File: config.mk
export PLATFORM = sky130hd
export DESIGN_NAME = ubi_irq_status_enable
export DESIGN_NICKNAME = d
export VERILOG_FILES = /design/src/logic/ubi_pkg.sv /design/src/logic/ubi_edge_detect.sv /design/src/logic/ubi_reg_read_mux.sv /design/src/logic/ubi_irq_status_enable.sv
export SDC_FILE = /design/constraint.sdc
export NUM_CORES = 1
export LEC_CHECK = 0
export ABC_AREA = 0
export BUFFER_PORTS_ARGS = -buffer_cell sky130_fd_sc_hd__clkbuf_2
export CORE_UTILIZATION = 47
export DETAILED_ROUTE_END_ITERATION = 8
export PLACE_DENSITY = 0.79
export SETUP_SLACK_MARGIN = 0.3
export SYNTH_ARGS = -nofsm -noshare
export SYNTH_HDL_FRONTEND = slang
export SYNTH_SLANG_ARGS = --single-unit
File: constraint.sdc
create_clock -name clk -period 1.23 [get_ports clk]
set_input_delay 0.0615 -clock clk [delete_from_list [all_inputs] [get_ports clk]]
set_output_delay 0.0615 -clock clk [all_outputs]
set_load 0.01 [all_outputs]
File: src/logic/ubi_pkg.sv
// Constants, register map and field layout of the USB bridge interrupt block
package ubi_pkg;
	localparam int ADDR_W = 4;
	localparam logic [3:0] OFF_STATUS = 4'h0;
	localparam logic [3:0] OFF_ENABLE = 4'h4;
	localparam logic [3:0] OFF_CLEAR = 4'h8;
	localparam logic [3:0] OFF_EVENT = 4'hc;
	localparam logic [31:0] ENABLE_RESET = 32'h0000_0000;
	localparam logic [31:0] STATUS_RESET = 32'h0000_0000;
	// Writable enable positions: 29,28,25,24,23..17,10..8
	localparam logic [31:0] ENABLE_MASK = 32'h33fe_0700;
	// Sticky bits this block owns: 29,28,25..17,10,9,8
	localparam logic [31:0] STICKY_MASK = 32'h33fe_0700;
	// Live copies of the core's flags, bits 7..0
	localparam logic [31:0] LIVE_MASK = 32'h0000_00ff;
	localparam int BIT_SETUP = 0;
	localparam int BIT_STATUS_NAK = 1;
	localparam int BIT_STATUS_STAGE = 2;
	localparam int BIT_ZERO_RX = 3;
	localparam int BIT_SOF = 4;
	localparam int BIT_EP0 = 5;
	localparam int BIT_EP = 6;
	localparam int BIT_NAK = 7;
	localparam int BIT_SUSPEND_CHG = 8;
	localparam int BIT_BUS_RESET = 9;
	localparam int BIT_BUS_RESET_END = 10;
	localparam int BIT_CORE_RD_DONE = 24;
	localparam int BIT_CTRL_RD_DONE = 25;
	localparam int BIT_POWER_DETECT = 28;
	localparam int BIT_WRITE_ERROR = 29;
	localparam logic [31:0] RESERVED_READ = 32'h0000_0000;
endpackage

File: src/logic/ubi_edge_detect.sv
// Edge detector for the core's bus-reset and suspend levels
`timescale 1ns/1ps
module ubi_edge_detect (
	// Clock and reset
	input wire logic clk,
	input wire logic rst,
	// Level in
	input wire logic level,
	// Edge pulses
	output logic rise,
	output logic fall,
	output logic change
);
	typedef struct packed {
		logic last;
	} ubi_edge_s;
	ubi_edge_s state_r;
	ubi_edge_s state_nxt;
	always_comb begin
		state_nxt.last = level;
	end
	always_ff @(posedge clk) begin
		if (rst) begin
			state_r <= '0;
		end else begin
			state_r <= state_nxt;
		end
	end
	assign rise = level & ~state_r.last;
	assign fall = ~level & state_r.last;
	assign change = level ^ state_r.last;
endmodule // ubi_edge_detect

File: src/logic/ubi_reg_read_mux.sv
// Read data selection for the interrupt registers
`timescale 1ns/1ps
module ubi_reg_read_mux (
	// Address
	input wire logic [ubi_pkg::ADDR_W-1:0] addr,
	// Register contents
	input wire logic [31:0] statusView,
	input wire logic [31:0] enableView,
	input wire logic [31:0] eventView,
	// Result
	output logic [31:0] data
);
	import ubi_pkg::*;
	always_comb begin
		case (addr)
			OFF_STATUS: begin
				data = statusView;
			end
			OFF_ENABLE: begin
				data = enableView;
			end
			OFF_EVENT: begin
				data = eventView;
			end
			default: begin
				data = RESERVED_READ;
			end
		endcase
	end
endmodule // ubi_reg_read_mux

File: src/logic/ubi_irq_status_enable.sv
// Interrupt status, enable and clear logic of the USB device bridge
//
// The register offsets and the address-and-strobe port are this design's own decisions.
`timescale 1ns/1ps
module ubi_irq_status_enable (
	// Clock and reset
	input wire logic clk,
	input wire logic rst,
	// Register port
	input wire logic [ubi_pkg::ADDR_W-1:0] regAddr,
	input wire logic [31:0] regWrData,
	input wire logic regWrStb,
	input wire logic regRdStb,
	output logic [31:0] regRdData,
	// Core flag outputs, bits 7..0 in status order
	input wire logic [7:0] coreFlags,
	input wire logic coreBusReset,
	input wire logic coreSuspend,
	// Bridge event pulses
	input wire logic coreRegReadDone,
	input wire logic ctrlRegReadDone,
	input wire logic powerDetect,
	input wire logic writeError,
	input wire logic [6:0] xferEvents,
	// Interrupt
	output logic irq
);
	import ubi_pkg::*;

	typedef struct packed {
		logic [31:0] status;
		logic [31:0] enable;
		logic [31:0] rdData;
		logic irq;
	} ubi_state_s;

	ubi_state_s state_r;
	ubi_state_s state_nxt;
	logic busResetRise;
	logic busResetFall;
	logic suspendChange;
	logic [31:0] events;
	logic [31:0] statusView;
	logic [31:0] muxData;

	function automatic logic [31:0] pending(input logic [31:0] st, input logic [31:0] en);
		pending = st & en;
	endfunction

	ubi_edge_detect busResetEdge (
		.clk(clk),
		.rst(rst),
		.level(coreBusReset),
		.rise(busResetRise),
		.fall(busResetFall),
		.change()
	);

	ubi_edge_detect suspendEdge (
		.clk(clk),
		.rst(rst),
		.level(coreSuspend),
		.rise(),
		.fall(),
		.change(suspendChange)
	);

	always_comb begin
		events = '0;
		events[BIT_BUS_RESET_END] = busResetFall;
		events[BIT_BUS_RESET] = busResetRise;
		events[BIT_SUSPEND_CHG] = suspendChange;
		events[BIT_CORE_RD_DONE] = coreRegReadDone;
		events[BIT_CTRL_RD_DONE] = ctrlRegReadDone;
		events[BIT_POWER_DETECT] = powerDetect;
		events[BIT_WRITE_ERROR] = writeError;
		events[23:17] = xferEvents;
	end

	// Live flags are never latched here; clearing happens in the core
	assign statusView = (state_r.status & STICKY_MASK) | {24'h000000, coreFlags};

	ubi_reg_read_mux readMux (
		.addr(regAddr),
		.statusView(statusView),
		.enableView(state_r.enable),
		.eventView(statusView & state_r.enable),
		.data(muxData)
	);

	always_comb begin
		state_nxt = state_r;
		state_nxt.rdData = '0;
		if (regRdStb) begin
			state_nxt.rdData = muxData;
		end
		if (regWrStb && regAddr == OFF_ENABLE) begin
			state_nxt.enable = regWrData & ENABLE_MASK;
		end
		// Set wins over clear so an event in the clearing cycle is kept
		if (regWrStb && regAddr == OFF_CLEAR) begin
			state_nxt.status = state_r.status & ~(regWrData & STICKY_MASK);
		end
		state_nxt.status = (state_nxt.status | events) & STICKY_MASK;
		// Irq follows the visible state, one cycle behind its inputs
		state_nxt.irq = |pending(statusView, state_r.enable);
	end

	always_ff @(posedge clk) begin
		if (rst) begin
			state_r.status <= STATUS_RESET;
			state_r.enable <= ENABLE_RESET;
			state_r.rdData <= '0;
			state_r.irq <= 1'b0;
		end else begin
			state_r <= state_nxt;
		end
	end

	assign regRdData = state_r.rdData;
	assign irq = state_r.irq;
endmodule // ubi_irq_status_enable

== Word level (Yosys, flattened, before mapping) ==
Cells that the tools add are included.
Storage, ports and cells
  register bits after elaboration: 63
  bits in latches: 0
  RAM bits: 0
  ROM bits: 0
  input port bits: 61
  output and inout port bits: 33
  logic and storage cells: 27
  memories kept: 0
Cells by class
  add/subtract/negate cells: 0
  multipliers: 0
  divide/modulo/power cells: 0
  magnitude comparators: 0
  equality and inequality tests: 3
  shift operators: 0
  mux-type cells: 2
  bitwise logic cells: 11
  reductions and logical operators: 5
Operators by type and width (number)
  30-bit case mux with 3 select lines: 1
  30-bit bitwise AND: 2
  32-bit OR reduction: 1
  30-bit two-way mux: 1
  30-bit NOT: 1
  30-bit bitwise OR: 1
  30-bit by 8-bit bitwise OR with 30-bit output: 1
  4-bit equality test, second input constant: 2
  4-bit by 3-bit equality test with 1-bit output, second input constant: 1
  4-bit logical NOT: 1
  1-bit NOT: 3
  1-bit bitwise AND: 2
  1-bit logical AND: 2
  2-bit OR reduction: 1
  1-bit bitwise XOR: 1

== Longest topological paths before layout ==
Gate-level depths: netlist of run 1.
  depth after elaboration: 4
  depth in mapped cells: 5
  gate-level depth less buffers: 3

== Hierarchy ==
A second synthesis of run 1 with hierarchy kept.
Second synthesis, totals
  cell total of the unflattened synthesis: 354
  area total of the unflattened synthesis: 3505.9 µm²
Modules (own cells, without submodules)
  ubi_irq_status_enable: times used 1, cells an instance 262, area an instance 2428.6 µm², seq. area each 1221.2 µm²
  ubi_reg_read_mux: times used 1, cells an instance 78, area an instance 937.1 µm², seq. area each 0.0 µm²
  ubi_edge_detect: times used 2, cells an instance 7, area an instance 70.1 µm², seq. area each 20.0 µm²

== Worst setup path before layout of run 1 ==
Ideal clock, no wire load.
  kind: input -> register
  start point: input rst
  end point: register state_r, in the netlist regRdData[17]
  library setup time: 0.065 ns
  arrival time: 0.994 ns
  data required time: 1.165 ns
  slack: 0.172 ns
  stages on the path: 5
  path buffers: 2
  path through: nand2b_1 -> or4_1 -> buf_2 -> buf_6 -> nor2_1
Between the ends
  cells in the longest elaborated chain, start to end: 1
RTL lines
  start: declaration: line ubi_irq_status_enable.sv:8  | input wire logic rst,
  2-bit OR reduction (no source line)
  end signal: assignment: line ubi_irq_status_enable.sv:116  | state_r <= state_nxt;
  end: declaration: line ubi_irq_status_enable.sv:37  | ubi_state_s state_r;
No other way between the ends.
A chain may end at the register's enable or synchronous reset.

== Worst setup path after layout of run 1 ==
  start point: register state_r[61] (netlist bit)
  end point: register irq (netlist name)
Between the ends
  cells in the longest elaborated chain, start to end: 2
RTL lines
  30-bit bitwise AND: line ubi_irq_status_enable.sv:47  | pending = st & en;
  32-bit OR reduction: line ubi_irq_status_enable.sv:106  | state_nxt.irq = |pending(statusView, state_r.enable);
No other way between the ends.

==> results.sh, run 1 <==
export IMPL_status="completed"
export IMPL_endpoint_kind="flip-flop"
export IMPL_worstPathCellList="a22o_1 -> a221oi_2 -> a31oi_1"
export IMPL_p_comb_frac=0.124
export IMPL_finalSetupViolCount=0
export IMPL_grt_pass1_wl_um=8620
export IMPL_diodes=0
export IMPL_ys_top_cells_by_area="dfxtp_1 49%, a32oi_1 5.7%, nand2b_1 4.9%"
export IMPL_first_global_vias=1881
export IMPL_synth_top_family_by_area="simple AND/OR/NAND/NOR gates"
export IMPL_synth_top_cells_by_count="53 x dfxtp_1, 27 x nor2_1, 17 x nand2b_1, 16 x a21oi_1, 16 x o21ai_0"
export IMPL_track_usage=0.221
export IMPL_p_leak_nw=1.17
export IMPL_drt_initial_drc_count=192
export IMPL_synth_compound_gate_area_share=0.212
export IMPL_detail_route_antenna_nets=0
export IMPL_cts_made_buffers=5
export IMPL_slew_headroom=0.573
export IMPL_reg2reg_depth=3
export IMPL_routed_via_count=2008
export IMPL_antenna_found_initial=0
export IMPL_hold_class="in -> reg"
export IMPL_rsz0062_at_grt="yes"
export IMPL_drc=0
export IMPL_stdcell_count=374
export IMPL_synth_mux_area_frac=0
export IMPL_rows=24
export IMPL_drt_wl_total_um=5170
export IMPL_h_tree_depth=2
export IMPL_synth_edf_count=0
export IMPL_synth_top_area_frac=0.489
export IMPL_core_um2=4380
export IMPL_met3_length_um=242
export IMPL_async_flop_share=0
export IMPL_avgSynthCellArea_um2=9.11
export IMPL_die_y_um=69.9
export IMPL_synth_cells=238
export IMPL_clock_sinks=53
export IMPL_powerDensity_nw_per_um2=1100
export IMPL_clock_latency_ps=300
export IMPL_syn_cell_area_um2=2170
export IMPL_port_buffers=65
export IMPL_ys_seq_elements=53
export IMPL_wl_per_cell_um=13.8
export IMPL_yosys_area_share_adder=0
export IMPL_cts_path_max_buffers=2
export IMPL_switching_power_mw=0.768
export IMPL_hold_viol_final=0
export IMPL_synth_top_flop_cell="dfxtp_1"
export IMPL_path_clk_slew_ps=90
export IMPL_area_delta_synth_final_pct=30.2
export IMPL_synth_top_area_cell="dfxtp_1"
export IMPL_dr_pass1_iters=4
export IMPL_switching_share=0.246
export IMPL_crit_fanout=3
export IMPL_cp_required_ps=1400
export IMPL_placed_cells=352
export IMPL_drive_above_1_share=0.320
export IMPL_vias_per_cell=5.37
export IMPL_yosysMostFrequentCell="dfxtp_1"
export IMPL_synth_xor_area_share=0.00404
export IMPL_cpMaxStageDelayCell="dfxtp_2"
export IMPL_initial_core_util=0.495
export IMPL_finalCritPeriodShare=0.809
export IMPL_critPathLaunchType="flip-flop"
export IMPL_maxSlewViolCount=0
export IMPL_cts_tree="built"
export IMPL_fmax_ghz=1.00
export IMPL_max_cap_violations=0
export IMPL_crit_arrival_ps=1170
export IMPL_worst_pin_slew_ps=640
export IMPL_ios=94
export IMPL_clock_skew_ps=3.05
export IMPL_period_minus_slack_ps=995
export IMPL_yosysSeqAreaShare=0.489
export IMPL_die_area_um2=4890
export IMPL_final_util=0.644
export IMPL_seq_power_share=0.580
export IMPL_wl_met1_um=2260
export IMPL_synthDistinctLibCells=29
export IMPL_routed_top_layer="met4"
export IMPL_met2WireLength_um=2620
export IMPL_overflow=0
export IMPL_critical_path_class="reg -> reg"
export IMPL_grt_max_degree=32
export IMPL_p_total_mw=3.12
export IMPL_fin_nets=382
export IMPL_internal_power_mw=2.35
export IMPL_root_buffer="clkbuf_8"
export IMPL_post_synth_and_or_nand_nor_area_fraction=0.222
export IMPL_gp_congestion=0.751
export IMPL_yosys_warnings=0
export IMPL_die_w_um=69.9
export IMPL_slowest_delay_ps=330
export IMPL_hold_path_depth=3
export IMPL_peakVddDrop_uv=628
export IMPL_dp_hpwl_um=3480
export IMPL_clock_power_share=0.296
-- per-layer routing --
| layer | vias to the layer above | track usage |
|---|---|---|
| li1 | 995 | - |
| met1 | 947 | 0.269 |
| met2 | 62 | 0.388 |
| met3 | 4 | 0.0418 |
| met5 | - | 0 |
| met4 | 0 | 0.0778 |
-- cells by family (layout without fill, tap and decap cells) --
kind of cell / count (synthesis) / after routing
AND/OR/NAND/NOR: 88 / 88
AO/OA/AOI/OAI: 67 / 67
other: 1 / 10
buffers and inverters: 28 / 103
XOR/XNOR: 1 / 1
flip-flops: 53 / 53
-- critical path: cells and delay by family (launching register included) --
family          cells  cell delay, ps
compound gates      3             540
flops               1             330
-- layout make-up --
type / count / area, µm²
Clock buffer: 6 / 72.6
Fill cell: 388 / 1560
Clock inverter: 2 / 10.0
Inverter: 2 / 7.51
Multi-Input combinational cell: 166 / 1030
Sequential cell: 53 / 1070
Tap cell: 52 / 65.1
Timing Repair Buffer: 93 / 576
-- state kept, by name (all words and copies together) (netlist names) --
name,cells
busResetEdge.state_r,1
irq,1
regRdData,22
state_r,28
suspendEdge.state_r,1
-- metrics by stage --
| step | setup TNS (ps) | hold slack [ps] | instance area, µm² | setup slack (ps) |
|---|---|---|---|---|
| final | 0 | 3.91 | 2820 | 235 |
| after global routing | 0 | 5.46 | 2820 | 191 |
| after CTS | 0 | 0.949 | 2820 | 218 |
| after detailed placement | -9.90 | 266 | 2590 | -9.90 |
| after global placement | 0 | 261 | 2590 | 7.69 |
| after floorplan | 0 | 145 | 2250 | 195 |
-- path summary, 6_finish.rpt --
path / start / endpoint / slack, ps
min: regWrData[22] / state_r[55] / 4
max reg2reg: state_r[61] / irq / 230
min reg2reg: busResetEdge.state_r / state_r[75] / 480
max: state_r[61] / irq / 230
-- what timing repair did --
| item | CTS | global route |
|---|---|---|
| hold buffers | 11 | 0 |
| hold endpoints to repair | 11 | 0 |
| setup buffers | 3 | 0 |
| cloned | 0 | 0 |
| resized for setup | 4 | 3 |
| setup endpoints to repair | 9 | 5 |
| pin swaps | 2 | 3 |
-- placed cells by master, fill, tap and decap left out, types with 6 or more instances in the layout --
cell type and n:
buf_4 16, a32oi_1 14, o21ai_0 6, conb_1 10, nor2b_1 14, a21oi_1 16
nor2_1 26, nand3_1 14, a311oi_1 11, o21ai_1 10, and2_1 8, dfxtp_1 48
clkbuf_2 65, nand2b_1 16, dlygate4sd3_1 11
-- power groups by stage --
stage | Combinational (mW) | Sequential [mW] | Clock (mW)
2_1_floorplan | 0.221 | 1.84 | 0
3_3_place_gp | 0.336 | 1.84 | 0
3_5_place_dp | 0.343 | 1.85 | 0
4_1_cts | 0.383 | 1.81 | 0.941
5_1_grt | 0.426 | 1.81 | 1.02
6_report | 0.386 | 1.81 | 0.924
Note: power is estimated with default switching activity, not from simulation.
==> run 2, diff against run 1 <==
--- a/config.mk
+++ b/config.mk
@@ -5,11 +5,11 @@
 export SDC_FILE = /design/constraint.sdc
 export NUM_CORES = 1
 export LEC_CHECK = 0
-export ABC_AREA = 0
+export ABC_AREA = 1
 export BUFFER_PORTS_ARGS = -buffer_cell sky130_fd_sc_hd__clkbuf_2
 export CORE_UTILIZATION = 47
 export DETAILED_ROUTE_END_ITERATION = 8
-export PLACE_DENSITY = 0.79
+export PLACE_DENSITY = 0.78
 export SETUP_SLACK_MARGIN = 0.3
 export SYNTH_ARGS = -nofsm -noshare
 export SYNTH_HDL_FRONTEND = slang
==> constraint.sdc (replaced) <==
create_clock -name clk -period 1 [get_ports clk]
set_input_delay 0.05 -clock clk [delete_from_list [all_inputs] [get_ports clk]]
set_output_delay 0.05 -clock clk [all_outputs]
set_load 0.01 [all_outputs]
==> run 2 against run 1 <==
Wire length up 52%. Largest power group unchanged. Hold slack lost 2.2 ps. Power rose by 39%. Count of clock-buffer cells in the layout grew 1.
==> results.sh, run 2 <==
export IMPL_status="completed"
export IMPL_syn_cell_area_um2=2280
export IMPL_seqCellArea_um2=1100
export IMPL_r2r_start="state_r[56]"
export IMPL_worstPathCellList="nand2_1 -> nand2_1 -> nor2_1 -> nand2_1 -> nor2_2 -> nor2_1"
export IMPL_whs_ps=1.72
export IMPL_yosys_warnings=0
export IMPL_cts_made_buffers=5
export IMPL_wl_per_cell_um=16.3
export IMPL_p_leak_nw=1.69
export IMPL_core_um2=4500
export IMPL_hp_start="regWrData[9]"
export IMPL_diodes=0
export IMPL_hold_viol_final=0
export IMPL_clock_latency_ps=320
export IMPL_placed_cell_area_um2=2830
export IMPL_synth_top_flop_cell="dfxtp_1"
export IMPL_cts_tree="built"
export IMPL_rows=24
export IMPL_drt_wl_total_um=7850
export IMPL_endpoint_kind="flip-flop"
export IMPL_area_delta_synth_final_pct=62.2
export IMPL_dr_pass1_iters=5
export IMPL_vias_per_cell=5.63
export IMPL_yosysSeqAreaShare=0.465
export IMPL_routed_via_count=2707
export IMPL_synth_edf_count=0
export IMPL_fin_nets=489
export IMPL_top_register="state_r"
export IMPL_startpoint="state_r[56]"
export IMPL_period_minus_slack_ps=973
export IMPL_synth_top_area_cell="dfxtp_1"
export IMPL_grt_max_degree=33
export IMPL_multi_input_comb_area_um2=1260
export IMPL_yosysMostFrequentCell="nand2_1"
export IMPL_fin_area_um2=3700
export IMPL_maxSlewViolCount=0
export IMPL_pre_cts_slack_ps=-8.13
export IMPL_drc=0
export IMPL_dp_hpwl_um=3880
export IMPL_synth_top_area_frac=0.465
export IMPL_crit_fanout=3
export IMPL_peakVddDrop_uv=912
export IMPL_ys_seq_elements=53
export IMPL_slowest_delay_ps=350
export IMPL_layout_common_cells="55 x nand2_1, 34 x clkbuf_2, 31 x dfxtp_2"
export IMPL_critical_path_class="reg -> reg"
export IMPL_first_global_vias=2355
export IMPL_mostFrequentLayoutCell="nand2_1"
export IMPL_critical_path_most_common_cell="nand2_1"
export IMPL_setup_ws_ps=26.8
export IMPL_finalCritPeriodShare=0.973
export IMPL_die_w_um=71.6
export IMPL_clock_skew_ps=4.85
export IMPL_avgSynthCellArea_um2=7.33
export IMPL_grt_pass1_wl_um=10400
export IMPL_die_area_um2=5130
export IMPL_track_usage=0.261
export IMPL_h_tree_depth=2
export IMPL_path_clk_slew_ps=90
export IMPL_largest_reg_flops=28
export IMPL_final_util=0.821
export IMPL_max_cap_violations=0
export IMPL_antenna_found_initial=0
export IMPL_critPathLaunchType="flip-flop"
export IMPL_finalSetupViolCount=0
export IMPL_synth_top_cells_by_count="71 x nand2_1, 53 x dfxtp_1, 42 x nand3_1, 38 x a21oi_1, 27 x inv_1"
export IMPL_ys_top_cells_by_area="dfxtp_1 47%, nand2_1 12%, nand3_1 9.2%"
export IMPL_synth_cells=311
export IMPL_powerDensity_nw_per_um2=1170
export IMPL_rsz0062_at_grt="yes"
export IMPL_ios=94
export IMPL_crit_arrival_ps=1190
export IMPL_fillers=258
export IMPL_cpMaxStageDelayCell="dfxtp_1"
export IMPL_drt_initial_drc_count=196
export IMPL_gp_congestion=0.858
export IMPL_root_buffer="clkbuf_8"
export IMPL_cts_path_max_buffers=2
export IMPL_hold_class="in -> reg"
export IMPL_fmax_ghz=1.03
export IMPL_clock_sinks=53
export IMPL_die_y_um=71.6
export IMPL_drive_above_1_share=0.490
export IMPL_synthDistinctLibCells=17
export IMPL_detail_route_antenna_nets=0
export IMPL_async_flop_share=0
export IMPL_port_buffers=65
export IMPL_overflow=0
export IMPL_initial_core_util=0.506
export IMPL_cp_required_ps=1220
run 2: repair_timing:
action | 4_1_cts | 5_1_grt
endpoints found under the setup margin | 40 | 63
endpoints found under the hold margin | 32 | 0
resized for setup | 19 | 111
pin swaps | 15 | 24
hold buffers | 30 | 0
setup buffers | 9 | 5
cloned | 0 | 2
run 2: through the flow:
step | TNS, ps | power [mW] | instances
after floorplan | 0 | 2.58 | 320
after global placement | 0 | 2.75 | 427
after detailed placement | -8.13 | 2.76 | 427
after CTS | 0 | 4.20 | 474
after global routing | -31.4 | 4.50 | 481
final | 0 | 4.33 | 481
run 2: cell families after synthesis:
logic type / synth area share
other: 0.00164
XOR/XNOR: 0.00384
buffers and inverters: 0.119
flip-flops: 0.465
AND/OR/NAND/NOR: 0.324
AO/OA/AOI/OAI: 0.0867
run 2: power by group:
group          switching [mW]  internal (mW)  total, mW
clock                   0.723          0.627       1.35
combinational           0.374          0.375      0.749
sequential             0.0579           2.18       2.23
total                    1.15           3.18       4.33
run 2: worst paths after layout:
| path | cells past startpoint | endpoint | slack, ps |
|---|---|---|---|
| worst min-delay path | 3 | state_r[42] | 2 |
| worst max register to register | 6 | irq | 30 |
| worst min register to register | 1 | state_r[74] | 440 |
| worst max-delay path | 6 | irq | 30 |
run 2: layer usage:
| layer | up-vias | track usage | routed length, µm |
|---|---|---|---|
| met5 | - | 0 | 0 |
| met4 | 0 | 0.0915 | 372 |
| met2 | 166 | 0.470 | 3970 |
| li1 | 1229 | - | - |
| met3 | 52 | 0.0591 | 564 |
| met1 | 1260 | 0.304 | 2940 |
run 2: worst max-delay path, delay by kind of cell (launching register included):
| family | cells | cell delay [ps] |
|---|---|---|
| simple gates | 6 | 530 |
| flops | 1 | 350 |
run 2: cell type report:
| cell class | count | share of cell area |
|---|---|---|
| Multi-Input combinational cell | 213 | 0.340 |
| Sequential cell | 53 | 0.298 |
| Timing Repair Buffer | 128 | 0.284 |
| Inverter | 27 | 0.0328 |
| Clock buffer | 7 | 0.0261 |
| Tap cell | 52 | 0.0176 |
| Clock inverter | 1 | 0.00135 |
==> run 3, diff against run 2 <==
==> constraint.sdc (replaced) <==
create_clock -name clk -period 1 [get_ports clk]
set_input_delay 0.1 -clock clk [delete_from_list [all_inputs] [get_ports clk]]
set_output_delay 0.1 -clock clk [all_outputs]
set_load 0.01 [all_outputs]
==> run 3 against run 2 <==
Die area did not move. Sequential power barely moved. Register-to-register slack improved by 60 ps. Power rose by 0.76%. Global-route usage fell by 1.2 points. Via count fell by 9.8%. Combinational power fell by 15%. Maximum frequency rose by 7.2%. Critical path type unchanged. Largest cell class unchanged. Largest power group unchanged.
==> results.sh, run 3 (synthesis gave the netlist of run 2 again) <==
export IMPL_setup_ws_ps=91.8
export IMPL_track_usage=0.249
export IMPL_detail_route_antenna_nets=0
export IMPL_peakVddDrop_uv=731
export IMPL_cts_made_buffers=5
export IMPL_gp_congestion=0.789
export IMPL_clock_skew_ps=6.00
export IMPL_rsz0062_at_grt="yes"
export IMPL_layout_common_cells="54 x nand2_1, 40 x clkbuf_2, 30 x dfxtp_1"
export IMPL_dp_hpwl_um=3930
export IMPL_hold_class="in -> reg"
export IMPL_port_buffers=65
export IMPL_first_global_vias=2275
export IMPL_wl_per_cell_um=14.3
export IMPL_die_w_um=71.6
export IMPL_slowest_delay_ps=350
export IMPL_placed_cell_area_um2=2850
export IMPL_endpoint_kind="flip-flop"
export IMPL_globalRoute_busiestLayer="met2"
export IMPL_h_tree_depth=2
export IMPL_max_cap_violations=0
export IMPL_critical_path_class="reg -> reg"
export IMPL_path_clk_slew_ps=90
export IMPL_fin_nets=473
export IMPL_met2_usage=0.432
export IMPL_top_register="state_r"
export IMPL_mostFrequentLayoutCell="nand2_1"
export IMPL_status="completed"
export IMPL_grt_pass1_wl_um=10000
export IMPL_root_buffer="clkbuf_8"
export IMPL_die_y_um=71.6
export IMPL_whs_ps=3.81
export IMPL_drt_initial_drc_count=237
export IMPL_drc=0
export IMPL_p_leak_nw=1.57
export IMPL_maxSlewViolCount=0
export IMPL_critical_path_most_common_cell="nor2_1"
export IMPL_largest_reg_flops=28
export IMPL_initial_core_util=0.506
export IMPL_p_total_mw=4.37
export IMPL_fillers=307
export IMPL_pre_cts_slack_ps=-35.6
export IMPL_drive_above_1_share=0.465
export IMPL_cts_path_max_buffers=2
export IMPL_cpMaxStageDelayCell="dfxtp_2"
export IMPL_routed_via_count=2441
export IMPL_finalSetupViolCount=0
export IMPL_clock_sinks=53
export IMPL_powerDensity_nw_per_um2=1280
export IMPL_rows=24
export IMPL_die_area_um2=5130
export IMPL_overflow=0
export IMPL_cts_tree="built"
export IMPL_drt_wl_total_um=6670
export IMPL_finalCritPeriodShare=0.908
export IMPL_vias_per_cell=5.25
export IMPL_period_minus_slack_ps=908
export IMPL_use_met1=0.289
export IMPL_fmax_ghz=1.10
export IMPL_grt_max_degree=33
export IMPL_ios=94
export IMPL_dr_pass1_iters=4
export IMPL_fin_area_um2=3400
export IMPL_diodes=0
export IMPL_final_util=0.756
export IMPL_antenna_found_initial=0
export IMPL_hold_viol_final=0
export IMPL_core_um2=4500
export IMPL_crit_fanout=2
export IMPL_crit_arrival_ps=1120
export IMPL_area_delta_synth_final_pct=49.3
export IMPL_clock_latency_ps=310
export IMPL_cp_required_ps=1210
export IMPL_use_met3=0.0450
export IMPL_worstPathCellList="nand2_4 -> nand2_2 -> nor2_2 -> nand2_1 -> nor2_1 -> nor2_1"
export IMPL_critPathLaunchType="flip-flop"
[run 3: area by class of cell]
cell class	count	area, µm²	area share
tap	52	65.1	0.0191
multi-input combinational	212	1200	0.353
timing repair buffer	113	810	0.238
sequential	53	1090	0.320
clock inverter	1	30.0	0.00882
inverter	27	121	0.0357
clock buffer	7	86.3	0.0254
[run 3: what timing repair did]
item                                   4_1_cts  5_1_grt
pin swaps                                   13       13
gates cloned                                 0        1
gates resized for setup                     28       60
endpoints found under the hold margin       16        1
buffers inserted                             7        3
setup endpoints to repair                   41       62
hold buffers                                16        1
[run 3: layer usage]
| layer | routed length, µm | part of all wire |
|---|---|---|
| met5 | 0 | 0 |
| met3 | 413 | 0.062 |
| met4 | 238 | 0.036 |
| met2 | 3390 | 0.51 |
| met1 | 2620 | 0.39 |
[run 3: path summary, 6_finish.rpt]
| check | from | end | slack [ps] | cells past startpoint |
|---|---|---|---|---|
| setup / recovery | state_r[90] | irq | 90 | 6 |
| hold / removal | xferEvents[2] | state_r[84] | 4 | 3 |
| setup reg to reg | state_r[90] | irq | 90 | 6 |
| hold reg to reg | busResetEdge.state_r | state_r[74] | 440 | 1 |
[run 3: where the power goes]
part	switching [mW]	internal, mW	leakage, nW
registers	0.0521	2.18	0.440
clock network	0.681	0.817	0.0585
logic	0.333	0.307	1.07
total	1.07	3.30	1.57
[run 3: through the flow]
| step | TNS [ps] | std cells |
|---|---|---|
| global placement | -124 | 429 |
| floorplan | 0 | 320 |
| global route | 0 | 465 |
| detailed placement | -427 | 429 |
| CTS | 0 | 460 |
| finish | 0 | 465 |
[run 3: critical path, delay by kind of cell, from the launching register on]
| family | cells | cell delay, ps |
|---|---|---|
| flip-flops | 1 | 350 |
| AND/OR/NAND/NOR | 6 | 460 |
